**src/csr_cfg.svh**
```systemverilog
// constants for the can status, interrupt, fifo pointer and error count register block
// assumes apb with 32-bit data, one aligned word per register
`ifndef CSR_CFG_SVH
`define CSR_CFG_SVH

`define CSR_OFS_CMP_LEN   12'h000
`define CSR_OFS_VECTOR    12'h004
`define CSR_OFS_FIFO_CTL  12'h008
`define CSR_OFS_FIFO_PTR  12'h00c
`define CSR_OFS_FLAGS     12'h010
`define CSR_OFS_ENABLES   12'h014
`define CSR_OFS_ERR_CNT   12'h018

`define CSR_CMP_LEN_MAX   5'h11
`define CSR_FLAG_MASK     8'hef
`define CSR_FIFO_CTL_MASK 16'he01f
`define CSR_SIZE_RSVD     3'h7
`define CSR_CODE_NONE     7'h40
`define CSR_CODE_ERROR    7'h41
`define CSR_CODE_WAKE     7'h42
`define CSR_CODE_OVFL     7'h43
`define CSR_CODE_FIFO     7'h44
`define CSR_FILT_MAX      5'h0f
`define CSR_BUF_CODE_MAX  5'h0f
`define CSR_PTR_MAX       6'h1f
`define CSR_MODE_CONFIG   3'h4
`define CSR_MODE_DISABLE  3'h1

`define CSR_BIT_INVALID   3'd7
`define CSR_BIT_WAKE      3'd6
`define CSR_BIT_ERROR     3'd5
`define CSR_BIT_FIFO      3'd3
`define CSR_BIT_OVFL      3'd2
`define CSR_BIT_RX        3'd1
`define CSR_BIT_TX        3'd0
`endif

```
**src/csr_pkg.sv**
```systemverilog
// types shared by the can status register block
// assumes csr_cfg.svh is on the include path
`default_nettype none
package csr_pkg;
    // apb request as seen by the slave
    typedef struct packed {
        logic        psel;
        logic        penable;
        logic        pwrite;
        logic [11:0] paddr;
        logic [31:0] pwdata;
    } csr_apb_req_t;

    // error state of the protocol engine
    typedef struct packed {
        logic       tx_bus_off;
        logic       tx_error_passive;
        logic       rx_error_passive;
        logic       tx_warning;
        logic       rx_warning;
    } csr_err_state_t;

    // one-cycle event pulses from the protocol engine
    typedef struct packed {
        logic       invalid_message;
        logic       wake_activity;
        logic       fifo_almost_full;
        logic       rx_overflow;
        logic       rx_buffer;
        logic       tx_buffer;
        logic [3:0] buffer_index;
    } csr_events_t;

    // error counter updates from the protocol engine
    typedef struct packed {
        logic       tx_load;
        logic [7:0] tx_value;
        logic       rx_load;
        logic [7:0] rx_value;
    } csr_cnt_upd_t;

    typedef enum logic [2:0] {
        CSR_IDLE   = 3'b001,
        CSR_ACCESS = 3'b010,
        CSR_DONE   = 3'b100
    } csr_bus_st_t;
endpackage
`default_nettype wire

```
**src/csr_regs.sv**
```systemverilog
// register file for can status, interrupt flags, fifo pointers and error counters
// assumes an apb master at pclk and a protocol engine driving event pulses
//
// Local design decisions: the APB interface to the registers and the register addresses.
`default_nettype none
`include "csr_cfg.svh"
module csr_regs
    import csr_pkg::*;
(
    input  wire logic           pclk,
    input  wire logic           presetn,
    input  wire logic           psel,
    input  wire logic           penable,
    input  wire logic           pwrite,
    input  wire logic [11:0]    paddr,
    input  wire logic [31:0]    pwdata,
    input  wire logic [3:0]     pstrb,
    output logic      [31:0]    prdata,
    output logic                pready,
    output logic                pslverr,
    input  wire logic [2:0]     op_mode,
    input  wire csr_err_state_t err_state,
    input  wire csr_events_t    events,
    input  wire csr_cnt_upd_t   cnt_upd,
    input  wire logic           filter_hit_valid,
    input  wire logic [4:0]     filter_hit,
    input  wire logic [4:0]     compare_len_in,
    input  wire logic           compare_len_load,
    input  wire logic           fifo_write_adv,
    input  wire logic           fifo_read_adv,
    output logic      [4:0]     data_bit_compare_count,
    output logic      [2:0]     buffer_area_size,
    output logic      [5:0]     buffer_count,
    output logic      [4:0]     fifo_first_buffer,
    output logic                irq
);
    // -----------------------------------------------------------------
    // state
    // -----------------------------------------------------------------
    typedef struct packed {
        csr_bus_st_t bus;
        logic [31:0] rdata;
        logic        err;
        logic [4:0]  cmp_len;
        logic [4:0]  hit;
        logic [2:0]  size;
        logic [4:0]  first;
        logic [7:0]  flags;
        logic [7:0]  enables;
        logic [15:0] buf_pend;
        logic [7:0]  tx_cnt;
        logic [7:0]  rx_cnt;
        logic [2:0]  mode_q;
        logic [4:0]  err_q;
    } csr_st_t;

    csr_st_t     st;
    csr_st_t     next_st;
    csr_apb_req_t req;
    logic [6:0]  code;
    logic [5:0]  wr_ptr;
    logic [5:0]  rd_ptr;
    logic        any_warning;
    logic [7:0]  flag_set;
    logic [7:0]  flag_clr;
    logic [15:0] buf_set;
    logic        wr_en;
    logic        rd_en;

    assign req = '{psel: psel, penable: penable, pwrite: pwrite, paddr: paddr,
                   pwdata: pwdata};

    // -----------------------------------------------------------------
    // helpers
    // -----------------------------------------------------------------
    function automatic logic mapped(input logic [11:0] a);
        unique case (a)
            `CSR_OFS_CMP_LEN, `CSR_OFS_VECTOR, `CSR_OFS_FIFO_CTL, `CSR_OFS_FIFO_PTR,
            `CSR_OFS_FLAGS, `CSR_OFS_ENABLES, `CSR_OFS_ERR_CNT: mapped = 1'b1;
            default:                                            mapped = 1'b0;
        endcase
    endfunction

    function automatic logic [5:0] area_size(input logic [2:0] s);
        unique case (s)
            3'h0:    area_size = 6'd4;
            3'h1:    area_size = 6'd6;
            3'h2:    area_size = 6'd8;
            3'h3:    area_size = 6'd12;
            3'h4:    area_size = 6'd16;
            3'h5:    area_size = 6'd24;
            default: area_size = 6'd32;
        endcase
    endfunction

    // -----------------------------------------------------------------
    // submodules
    // -----------------------------------------------------------------
    csr_prio u_prio (
        .flags       (st.flags & st.enables),
        .buf_pending (st.buf_pend & {16{st.flags[`CSR_BIT_RX] | st.flags[`CSR_BIT_TX]}}),
        .code        (code)
    );

    csr_fifo_ptr u_ptr (
        .pclk               (pclk),
        .presetn            (presetn),
        .first_buffer       (st.first),
        .last_buffer        (area_size(st.size) - 6'd1),
        .write_adv          (fifo_write_adv),
        .read_adv           (fifo_read_adv),
        .fifo_write_pointer (wr_ptr),
        .fifo_read_pointer  (rd_ptr)
    );

    // -----------------------------------------------------------------
    // event logic
    // -----------------------------------------------------------------
    assign any_warning = err_state.tx_warning | err_state.rx_warning;
    assign wr_en = req.psel & req.penable & req.pwrite & (st.bus == CSR_ACCESS) & ~st.err;
    assign rd_en = req.psel & ~req.penable & ~req.pwrite;

    always_comb begin
        flag_set = 8'h00;
        flag_set[`CSR_BIT_INVALID] = events.invalid_message;
        flag_set[`CSR_BIT_WAKE]    = events.wake_activity;
        // a new error source raises the error flag
        flag_set[`CSR_BIT_ERROR]   = |({err_state, any_warning} & ~{st.err_q, 1'b1})
                                     | (any_warning & ~(st.err_q[1] | st.err_q[0]));
        flag_set[`CSR_BIT_FIFO]    = events.fifo_almost_full;
        flag_set[`CSR_BIT_OVFL]    = events.rx_overflow;
        flag_set[`CSR_BIT_RX]      = events.rx_buffer;
        flag_set[`CSR_BIT_TX]      = events.tx_buffer;
        flag_set = flag_set & `CSR_FLAG_MASK;
        flag_clr = 8'h00;
        if (wr_en && req.paddr == `CSR_OFS_FLAGS && pstrb[0]) begin
            flag_clr = ~req.pwdata[7:0] & `CSR_FLAG_MASK;
        end
        buf_set = 16'h0000;
        if (events.rx_buffer || events.tx_buffer) begin
            buf_set[events.buffer_index] = 1'b1;
        end
    end

    // -----------------------------------------------------------------
    // next state
    // -----------------------------------------------------------------
    always_comb begin
        next_st = st;
        next_st.mode_q = op_mode;
        next_st.err_q  = err_state;
        // set wins over a clear in the same cycle
        next_st.flags = (st.flags & ~flag_clr) | flag_set;
        if (flag_clr[`CSR_BIT_RX] || flag_clr[`CSR_BIT_TX]) begin
            next_st.buf_pend = buf_set;
        end else begin
            next_st.buf_pend = st.buf_pend | buf_set;
        end
        if (filter_hit_valid && filter_hit <= `CSR_FILT_MAX) begin
            next_st.hit = filter_hit;
        end
        if (compare_len_load && compare_len_in <= `CSR_CMP_LEN_MAX) begin
            next_st.cmp_len = compare_len_in;
        end
        if (cnt_upd.tx_load) begin
            next_st.tx_cnt = cnt_upd.tx_value;
        end
        if (cnt_upd.rx_load) begin
            next_st.rx_cnt = cnt_upd.rx_value;
        end
        // counters cleared on entry to configuration mode
        if (op_mode == `CSR_MODE_CONFIG && st.mode_q != `CSR_MODE_CONFIG) begin
            next_st.tx_cnt = 8'h00;
            next_st.rx_cnt = 8'h00;
        end
        if (wr_en && req.paddr == `CSR_OFS_FIFO_CTL) begin
            if (pstrb[1] && req.pwdata[15:13] != `CSR_SIZE_RSVD) begin
                next_st.size = req.pwdata[15:13];
            end
            if (pstrb[0]) begin
                next_st.first = req.pwdata[4:0];
            end
        end
        if (wr_en && req.paddr == `CSR_OFS_ENABLES && pstrb[0]) begin
            next_st.enables = req.pwdata[7:0] & `CSR_FLAG_MASK;
        end
        // apb sequencing: setup, access (ready), done
        unique case (st.bus)
            CSR_IDLE: begin
                if (req.psel && !req.penable) begin
                    next_st.bus = CSR_ACCESS;
                    next_st.err = ~mapped(req.paddr);
                end
            end
            CSR_ACCESS: begin
                next_st.bus = CSR_DONE;
            end
            CSR_DONE: begin
                next_st.bus = CSR_IDLE;
                next_st.err = 1'b0;
                if (req.psel && !req.penable) begin
                    next_st.bus = CSR_ACCESS;
                    next_st.err = ~mapped(req.paddr);
                end
            end
        endcase
        // read data captured in setup; unused bits are zero
        if (rd_en) begin
            unique case (req.paddr)
                `CSR_OFS_CMP_LEN:  next_st.rdata = {27'h0, st.cmp_len};
                `CSR_OFS_VECTOR:   next_st.rdata = {19'h0, st.hit, 1'b0, code};
                `CSR_OFS_FIFO_CTL: next_st.rdata = {16'h0, st.size, 8'h0, st.first};
                `CSR_OFS_FIFO_PTR: next_st.rdata = {18'h0, wr_ptr, 2'b0, rd_ptr};
                `CSR_OFS_FLAGS:    next_st.rdata = {18'h0, err_state, any_warning,
                                                    st.flags};
                `CSR_OFS_ENABLES:  next_st.rdata = {24'h0, st.enables};
                `CSR_OFS_ERR_CNT:  next_st.rdata = {16'h0, st.tx_cnt, st.rx_cnt};
                default:           next_st.rdata = 32'h0;
            endcase
        end
    end

    always_ff @(posedge pclk or negedge presetn) begin
        if (!presetn) begin
            st <= '{bus: CSR_IDLE, default: '0};
        end else begin
            st <= next_st;
        end
    end

    // -----------------------------------------------------------------
    // outputs
    // -----------------------------------------------------------------
    assign pready                 = (st.bus == CSR_ACCESS);
    assign pslverr                = (st.bus == CSR_ACCESS) & st.err;
    assign prdata                 = st.rdata;
    assign data_bit_compare_count = st.cmp_len;
    assign buffer_area_size       = st.size;
    assign buffer_count           = area_size(st.size);
    assign fifo_first_buffer      = st.first;
    assign irq                    = |(st.flags & st.enables);
endmodule
`default_nettype wire

```
**src/csr_prio.sv**
```systemverilog
// fixed priority encoder producing the interrupt source code
// assumes flags already masked by their enables
`default_nettype none
`include "csr_cfg.svh"
module csr_prio
    import csr_pkg::*;
(
    input  wire logic [7:0]  flags,
    input  wire logic [15:0] buf_pending,
    output logic      [6:0]  code
);
    // error, wake, overflow, fifo, then lowest buffer number
    always_comb begin
        code = `CSR_CODE_NONE;
        for (int i = 15; i >= 0; i--) begin
            if (buf_pending[i]) begin
                code = {3'h0, 4'(i)};
            end
        end
        if (flags[`CSR_BIT_FIFO]) begin
            code = `CSR_CODE_FIFO;
        end
        if (flags[`CSR_BIT_OVFL]) begin
            code = `CSR_CODE_OVFL;
        end
        if (flags[`CSR_BIT_WAKE]) begin
            code = `CSR_CODE_WAKE;
        end
        if (flags[`CSR_BIT_ERROR]) begin
            code = `CSR_CODE_ERROR;
        end
    end
endmodule
`default_nettype wire

```
**src/csr_fifo_ptr.sv**
```systemverilog
// receive fifo write and read pointers over the buffer area
// assumes advance strobes are one-cycle pulses
`default_nettype none
`include "csr_cfg.svh"
module csr_fifo_ptr
    import csr_pkg::*;
(
    input  wire logic       pclk,
    input  wire logic       presetn,
    input  wire logic [4:0] first_buffer,
    input  wire logic [5:0] last_buffer,
    input  wire logic       write_adv,
    input  wire logic       read_adv,
    output logic      [5:0] fifo_write_pointer,
    output logic      [5:0] fifo_read_pointer
);
    typedef struct packed {
        logic [5:0] wr;
        logic [5:0] rd;
    } csr_ptr_st_t;

    csr_ptr_st_t st;
    csr_ptr_st_t next_st;

    function automatic logic [5:0] step(input logic [5:0] p, input logic [4:0] first,
                                        input logic [5:0] last);
        if (p >= last || p >= `CSR_PTR_MAX || p < {1'b0, first}) begin
            step = {1'b0, first};
        end else begin
            step = p + 6'h01;
        end
    endfunction

    always_comb begin
        next_st = st;
        if (write_adv) begin
            next_st.wr = step(st.wr, first_buffer, last_buffer);
        end
        if (read_adv) begin
            next_st.rd = step(st.rd, first_buffer, last_buffer);
        end
    end

    always_ff @(posedge pclk or negedge presetn) begin
        if (!presetn) begin
            st <= '0;
        end else begin
            st <= next_st;
        end
    end

    assign fifo_write_pointer = st.wr;
    assign fifo_read_pointer  = st.rd;
endmodule
`default_nettype wire

```
**config.mk**
```make
export PLATFORM = sky130hd
export DESIGN_NAME = csr_regs
export DESIGN_NICKNAME = d
export VERILOG_FILES = /design/src/csr_pkg.sv /design/src/csr_regs.sv /design/src/csr_prio.sv /design/src/csr_fifo_ptr.sv
export VERILOG_INCLUDE_DIRS = /design/src
export SDC_FILE = /design/constraint.sdc
export NUM_CORES = 1
export LEC_CHECK = 0
export BUFFER_PORTS_ARGS = -buffer_cell sky130_fd_sc_hd__buf_2
export CAP_MARGIN = 5
export CORE_ASPECT_RATIO = 1.4
export CORE_MARGIN = 2
export CORE_UTILIZATION = 43
export DETAILED_ROUTE_END_ITERATION = 8
export PLACE_DENSITY = 0.78
export SKIP_LAST_GASP = 1
export SYNTH_ARGS = -nofsm -noshare
export SYNTH_HDL_FRONTEND = slang
export SYNTH_SLANG_ARGS = --single-unit
export TNS_END_PERCENT = 1
```
**constraint.sdc**
```tcl
create_clock -name pclk -period 2.9 [get_ports pclk]
set_clock_uncertainty 0.05 [all_clocks]
set_input_delay 0.29 -clock pclk [delete_from_list [all_inputs] [get_ports pclk]]
set_output_delay 0.29 -clock pclk [all_outputs]
set_load 0.02 [all_outputs]
```
==> key figures, run 1 <==
Run status
  – Status: completed

Final layout
  – Synth-to-layout area growth: 14.4%
  – Final net count: 824
  – Share of cells above drive strength 1: 25.4%
  – Antenna cell count: 0
  – Fin cells: 890

Place
  – Port Buffers: 116
  – GPL Wtd Cong: 0.909
  – Placed Cells incl. Taps: 873
  – DPL Wire Length: 11800 microns
  – Worst slack, placed: 0.199 ns

Clocking
  – CTS tree: done
  – CTS Root Buffer Type: clkbuf_16
  – Longest Clk Path Bufs: 2
  – H-Tree Depth: 3
  – TritonCTS Sinks: 104
  – Number of buffers created by CTS: 9
  – Clock Pin Slew Worst Setup and Hold Paths: 0.08 ns
  – Post-CTS setup buffer count: 0
  – Worst skew pair latency: 0.35 ns

Timing
  – Unrepaired setup endpoints after global routing: no
  – Min Hold Slack: 0.0166 ns
  – Slew @ Worst Pin: 0.721 ns
  – Slew Limit Headroom: 51.9%
  – Tmin final: 2.68 ns
  – Total Neg Setup Slack: 0 ns
  – Period utilization: 92.4%
  – Setup violations, final: 0
  – Hold Fails Final Rpt: 0
  – Final WS setup: 0.220 ns
  – Fmax: 0.373 GHz
  – Final max-slew violation count: 0

Setup path
  – FF-to-FF path depth: 9
  – R2R Path Start: buffer_area_size[0]$_DFFE_PN0P_
  – Critical path class: flip-flop to flip-flop
  – Crit path required time: 3.09 ns
  – CP arrival: 2.87 ns
  – CP endpoint kind: flip-flop
  – FF-to-FF setup slack: 0.22 ns
  – Crit Path Max Fanout: 7
  – Reg-to-reg endpoint: u_ptr.fifo_write_pointer[2]$_DFFE_PN0P_
  – Startpoint types: flip-flop

Route
  – Vias/cell: 5.58
  – DRC viols: 0
  – TritonRoute pass-1 iters: 5
  – Final ANT Viol Nets: 0
  – Detailed-route via count: 4963
  – WL met2: 8330 microns
  – Met1 WL: 6040 microns
  – DR WL/cell: 17.6 microns
  – DR top layer: met4
  – Met3 wire len: 788 microns
  – DRT iter0 DRCs: 363
  – Total wire length: 15600 microns

GRT
  – Global-route wire length before repair: 24600 microns
  – Vias in the first global route: 4780
  – Remaining Overflow, GRT: 0
  – Largest net degree at the start of global routing: 56
  – Total Routing Usage GR: 21.0%
  – Initial antenna violation count: 0

Hold path
  – Hold WC Path Type: input pin to flip-flop
  – Hold path cells: 1
  – Hold Crit Endpoint: st[6]$_DFF_PN0_
  – Hold path start: op_mode[1]

Logic synthesis
  – Post-synth EDFFs: 0
  – Post-synthesis mux area share: 10.1%
  – Yosys cell types: 70
  – Synthesized-area fraction occupied by adder cells: 4.39%
  – Async S/R FF share, synth: 100%
  – Syn Std Cell Area: 5990 sq um
  – Post-Syn Area per Cell: 9.82 sq um
  – XOR/XNOR share of the synthesized area: 0.439%
  – Top-area cell type share of the netlist area: 43.0%
  – Synth Register Bits: 104
  – Seq/Total Area, Yosys: 43.5%
  – Most common cell in the netlist: dfrtp_1
  – Synth top area cells: dfrtp_1 (43%), buf_4 (5.9%), mux2i_1 (5.9%)
  – Yosys warning count: 0
  – Post-Syn Instances: 610
  – Simple-Gate Fraction of Synth Area: 17.4%
  – Synth area leader: dfrtp_1
  – Synth top cells by count: dfrtp_1 (103), nand2_1 (62), o21ai_0 (50)
  – Main combinational cell family by area after synthesis: simple AND/OR/NAND/NOR gates
  – Complex-gate fraction of the synthesized area: 15.8%
  – Top_reg_cell synth: dfrtp_1

Die
  – IO Pins: 157
  – Placeable Area: 13800 sq um
  – Die Y: 144 microns
  – Die W: 104 microns
  – DIE AREA: 14900 sq um
  – Starting Density: 43.4%
  – FP Rows: 51

Pwr
  – Pwr Total: 3.47 mW
  – Power Dens Cells: 507 nW/um^2
  – Leakage: 3.20 nW
  – Worst vdd rail ir drop: 0.301 mV

Flow run
  – Max-Cap Viols: 0
[timing repair]
action / CTS / global route
hold buffers: 1 / 0
endpoints found under the hold margin: 52 / 0
endpoints found under the setup margin: 0 / 5
resized for setup: 0 / 3
[report_power, final]
group          switching, mW  internal (mW)
Sequential             0.109           1.56
Clock                  0.600          0.697
Combinational          0.291          0.219
[sequential cells by signal, summed over array words and instances, names as in the netlist]
name and cells:
data_bit_compare_count 5, prdata 16, fifo_first_buffer 5, buffer_area_size 3, u_ptr.fifo_read_pointer 6, u_ptr.fifo_write_pointer 6
st 63
[metrics by stage]
stage                     util (%)  area [sq um]
after floorplan                  -          6050
final                         49.7          6850
after global routing          49.7          6850
after global placement        47.3          6520
after CTS                     49.7          6850
after detailed placement      47.3          6520
[kinds of logic (layout without fill, tap and decap cells)]
family                   Yosys count  count (layout)
other                              1              17
AO/OA/AOI/OAI                    142             142
AND/OR/NAND/NOR                  201             201
multiplexers                      56              56
buffers and inverters             82             161
adder cells (fa/ha/maj)           21              21
flip-flops                       104             104
XOR/XNOR                           3               3
[worst max-delay path, stage by stage, from the launching register on]
cell	delay, ns
dfrtp_1	0.47
inv_1	0.08
a21o_1	0.20
ha_1	0.30
ha_1	0.20
a211oi_1	0.21
o21a_1	0.16
o21ai_1	0.18
or2_2	0.36
a311o_1	0.36
[worst max-delay path by stage]
stage | from | end | slack (ns) | cells past startpoint
floorplan | buffer_area_size[1]$_DFFE_PN0P_ | u_ptr.fifo_read_pointer[2]$_DFFE_PN0P_ | 0.23 | 10
global route | buffer_area_size[1]$_DFFE_PN0P_ | u_ptr.fifo_write_pointer[0]$_DFFE_PN0P_ | 0.04 | 9
global placement | buffer_area_size[1]$_DFFE_PN0P_ | u_ptr.fifo_write_pointer[0]$_DFFE_PN0P_ | 0.25 | 9
detailed placement | buffer_area_size[1]$_DFFE_PN0P_ | u_ptr.fifo_write_pointer[0]$_DFFE_PN0P_ | 0.20 | 9
finish | buffer_area_size[0]$_DFFE_PN0P_ | u_ptr.fifo_write_pointer[2]$_DFFE_PN0P_ | 0.22 | 9
CTS | buffer_area_size[1]$_DFFE_PN0P_ | u_ptr.fifo_write_pointer[0]$_DFFE_PN0P_ | 0.18 | 9
[per-layer routing]
metal	vias to the layer above	track usage, %
met4	0	9.67
met1	2422	23.8
li1	2336	-
met3	36	3.45
met5	-	0
met2	169	38.7
[area by class of cell]
cell class	instances	area (sq um)
Inverter	18	67.6
Clock buffer	9	225
Clock inverter	7	95.1
Sequential cell	104	2610
Fill cell	1339	6930
Timing Repair Buffer	127	681
Tap cell	185	231
Multi-Input combinational cell	440	2950
[cell usage in the layout, fill, tap and decap left out, drive strengths merged, types with 3 or more instances in the layout]
cell    synthesis  layout
a21oi          13      13
nand2          63      63
ha             21      21
nor3b           4       4
a211oi          8       8
and2            4       4
o31ai           4       4
o311ai          3       3
o21ai          52      52
nand4           8       8
buf            52     126
o31a            3       3
mux2i          35      35
nor4            6       6
a22oi           8       8
or2             4       4
a31oi           6       6
clkbuf         12       9
mux2           20      20
nor3            4       4
inv            18      22
a22o            8       8
nor2           47      47
dfrtp         103     103
conb            1      17
or4             3       3
nand3          10      10
and3            3       3
nand2b         17      17
or3             5       5
nor2b          14      14
o211ai          8       8
a21o            5       5
a221oi          7       7
No activity file was read; power rests on OpenSTA's default activity.
==> inputs of run 2 (changes only) <==
--- a/config.mk
+++ b/config.mk
@@ -9,7 +9,6 @@
 export BUFFER_PORTS_ARGS = -buffer_cell sky130_fd_sc_hd__buf_2
 export CAP_MARGIN = 5
 export CORE_ASPECT_RATIO = 1.4
-export CORE_MARGIN = 2
 export CORE_UTILIZATION = 43
 export DETAILED_ROUTE_END_ITERATION = 8
 export PLACE_DENSITY = 0.78
==> constraint.sdc (replaced) <==
create_clock -name pclk -period 2.9 [get_ports pclk]
set_clock_uncertainty 0.05 [all_clocks]
set_input_delay 0.29 -clock pclk [delete_from_list [all_inputs] [get_ports pclk]]
set_output_delay 0.29 -clock pclk [all_outputs]
set_load 0.1 [all_outputs]
==> run 2 against run 1 <==
Sequential power about the same. Clock power fell by 5%. Fmax decreased by 0.12%. Global-route usage rose by 1.4 points. Highest routed layer unchanged.
==> key figures, run 2 (same netlist as run 1, synthesis figures left out) <==
Run status
  – Status: completed

Timing
  – Slew @ Worst Pin: 0.624 ns (-0.0968 ns)
  – Fmax: 0.373 GHz (-0.12%)
  – Final max-slew violation count: 0 (unchanged)
  – Tmin final: 2.68 ns (+0.00331 ns)
  – Unrepaired setup endpoints after global routing: no
  – Min Hold Slack: 0.0115 ns (-0.00508 ns)
  – Setup violations, final: 0 (unchanged)
  – Hold Fails Final Rpt: 0 (unchanged)
  – Slew Limit Headroom: 58.4% (+6.5 points)
  – Period utilization: 92.5% (+0.11 points)

Route
  – Detailed-route via count: 4930 (-0.66%)
  – Total wire length: 15300 microns (-2.3%)
  – WL met2: 8020 microns (-3.7%)
  – DR top layer: met4
  – DRT iter0 DRCs: 304 (-16%)
  – DR WL/cell: 17.2 microns (-1.9%)
  – Met1 WL: 5980 microns (-0.86%)
  – TritonRoute pass-1 iters: 5 (unchanged)
  – DRC viols: 0 (unchanged)
  – Final ANT Viol Nets: 0 (unchanged)
  – Vias/cell: 5.56 (-0.22%)
  – Met3 wire len: 723 microns (-8.2%)

Setup path
  – Critical path class: flip-flop to flip-flop
  – Startpoint types: flip-flop
  – CP arrival: 2.87 ns (about the same)
  – Crit path largest cell delay: 0.47 ns (about the same)
  – Crit-path leading delay family: compound AO/OA/AOI/OAI gates
  – CP bufs+invs: 0 (-1)
  – Most frequent CP cell: ha_1
  – Crit Path Max Fanout: 11 (+4)
  – Crit path required time: 3.08 ns (about the same)
  – R2R Path Start: buffer_area_size[2]$_DFFE_PN0P_
  – Crit-path slowest cell: dfrtp_2
  – Worst path cell trace: nor2_1 -> nand2_1 -> ha_1 -> ha_1 -> o21ai_0 -> o21a_1 -> o21ai_1 -> or2_2 -> a311o_1
  – Setup crit start: buffer_area_size[2]$_DFFE_PN0P_
  – CP endpoint kind: flip-flop

Clocking
  – CTS Root Buffer Type: clkbuf_16
  – Number of buffers created by CTS: 9 (unchanged)
  – H-Tree Depth: 3 (unchanged)
  – CTS tree: done
  – TritonCTS Sinks: 104 (unchanged)
  – Post-CTS setup buffer count: 0 (unchanged)
  – Worst skew pair latency: 0.35 ns (about the same)
  – Longest Clk Path Bufs: 2 (unchanged)
  – Clock Pin Slew Worst Setup and Hold Paths: 0.07 ns (about the same)

GRT
  – Vias in the first global route: 4877 (+2.0%)
  – Remaining Overflow, GRT: 0 (unchanged)
  – Global-route wire length before repair: 24300 microns (-1.0%)
  – Largest net degree at the start of global routing: 58 (+3.6%)
  – Initial antenna violation count: 0 (unchanged)
  – Total Routing Usage GR: 22.3% (+1.4 points)

Hold path
  – Hold path start: op_mode[0]
  – Hold WC Path Type: input pin to flip-flop

Final layout
  – Reg with most FFs: st
  – Antenna cell count: 0 (unchanged)
  – Final net count: 823 (-0.12%)
  – Synth-to-layout area growth: 14.2%
  – Commonest non-fill, non-tap cell in the layout: buf_2
  – Largest register FFs: 63 (unchanged)
  – Fillers: 1288 (-3.8%)
  – Finished Cell Area: 6840 sq um (-0.16%)
  – Most frequent cells in the layout: buf_2 (115), dfrtp_1 (102), nand2_1 (62)
  – Share of cells above drive strength 1: 25.4% (+0.036 points)

Die
  – Die Y: 142 microns (-1.4%)
  – DIE AREA: 14400 sq um (-3.3%)
  – FP Rows: 50 (-2.0%)
  – Die W: 102 microns (-1.9%)
  – IO Pins: 157 (unchanged)
  – Starting Density: 44.5% (+1.1 points)
  – Placeable Area: 13500 sq um (-2.4%)

Pwr
  – Worst vdd rail ir drop: 0.285 mV (-5.2%)
  – Power Dens Cells: 537 nW/um^2 (+6.0%)
  – Leakage: 3.18 nW (-0.42%)

Place
  – Port Buffers: 116 (unchanged)
  – GPL Wtd Cong: 0.916 (+0.76%)
  – DPL Wire Length: 11700 microns (-1.2%)
  – Total placed instance area: 6520 sq um (about the same)

Flow run
  – Max-Cap Viols: 0 (unchanged)
==> run 2: changes by cell type in the layout (fill, tap and decap cells not counted), sizes merged <==
cell	delta
clkinv	-2
inv	-2
clkbuf	+1
buf	-1
clkinvlp	+3
==> run 2: per-layer routing <==
metal  GRT usage (%)  vias up
met3            3.00       37
met2            39.3      182
met4            12.3        0
met5               0        -
met1            25.8     2381
li1                -     2330
==> run 2: metrics by stage <==
step / cells / TNS, ns / utilization [%] / power [mW] / setup slack (ns)
global placement: 869 / 0 / 48.5 / 2.45 / 0.249
floorplan: 626 / -0.221 / - / 2.28 / -0.0698
CTS: 886 / 0 / 50.8 / 3.70 / 0.153
finish: 886 / 0 / 50.9 / 3.68 / 0.217
detailed placement: 869 / 0 / 48.5 / 2.46 / 0.167
global route: 886 / 0 / 50.9 / 3.82 / 0.0405
==> run 2: layout make-up <==
cell class              instances  area, sq um  area share (%)
clock buffers                  10          229            3.35
clock inverters                 6         73.8            1.08
inverters                      18         71.3            1.04
multi-input cells             440         2960            43.3
flip-flops and latches        104         2610            38.1
well taps                     182          228            3.33
repair buffers                126          673            9.84
==> run 2: path summary, 6_finish.rpt <==
path	to	depth (start not counted)	slack (ns)
worst max-delay path	u_ptr.fifo_write_pointer[0]$_DFFE_PN0P_	9	0.22
max in group asynchronous	st[107]$_DFFE_PN1P_	3	1.61
worst min register to register	prdata[6]$_DFFE_PN0P_	2	0.43
worst max register to register	u_ptr.fifo_write_pointer[0]$_DFFE_PN0P_	9	0.22
worst min-delay path	st[5]$_DFF_PN0_	1	0.01
min in group asynchronous	st[34]$_DFF_PN0_	2	0.44
==> run 2: repair_timing <==
action / CTS / global route
gates resized for setup: 0 / 2
hold buffers: 1 / 0
endpoints found under the setup margin: 0 / 3
hold endpoints to repair: 47 / 0
==> run 2: report_power, final <==
| part | switching, mW | total [mW] | internal (mW) |
|---|---|---|---|
| Sequential | 0.118 | 1.68 | 1.56 |
| Clock | 0.557 | 1.24 | 0.682 |
| Combinational | 0.543 | 0.761 | 0.217 |
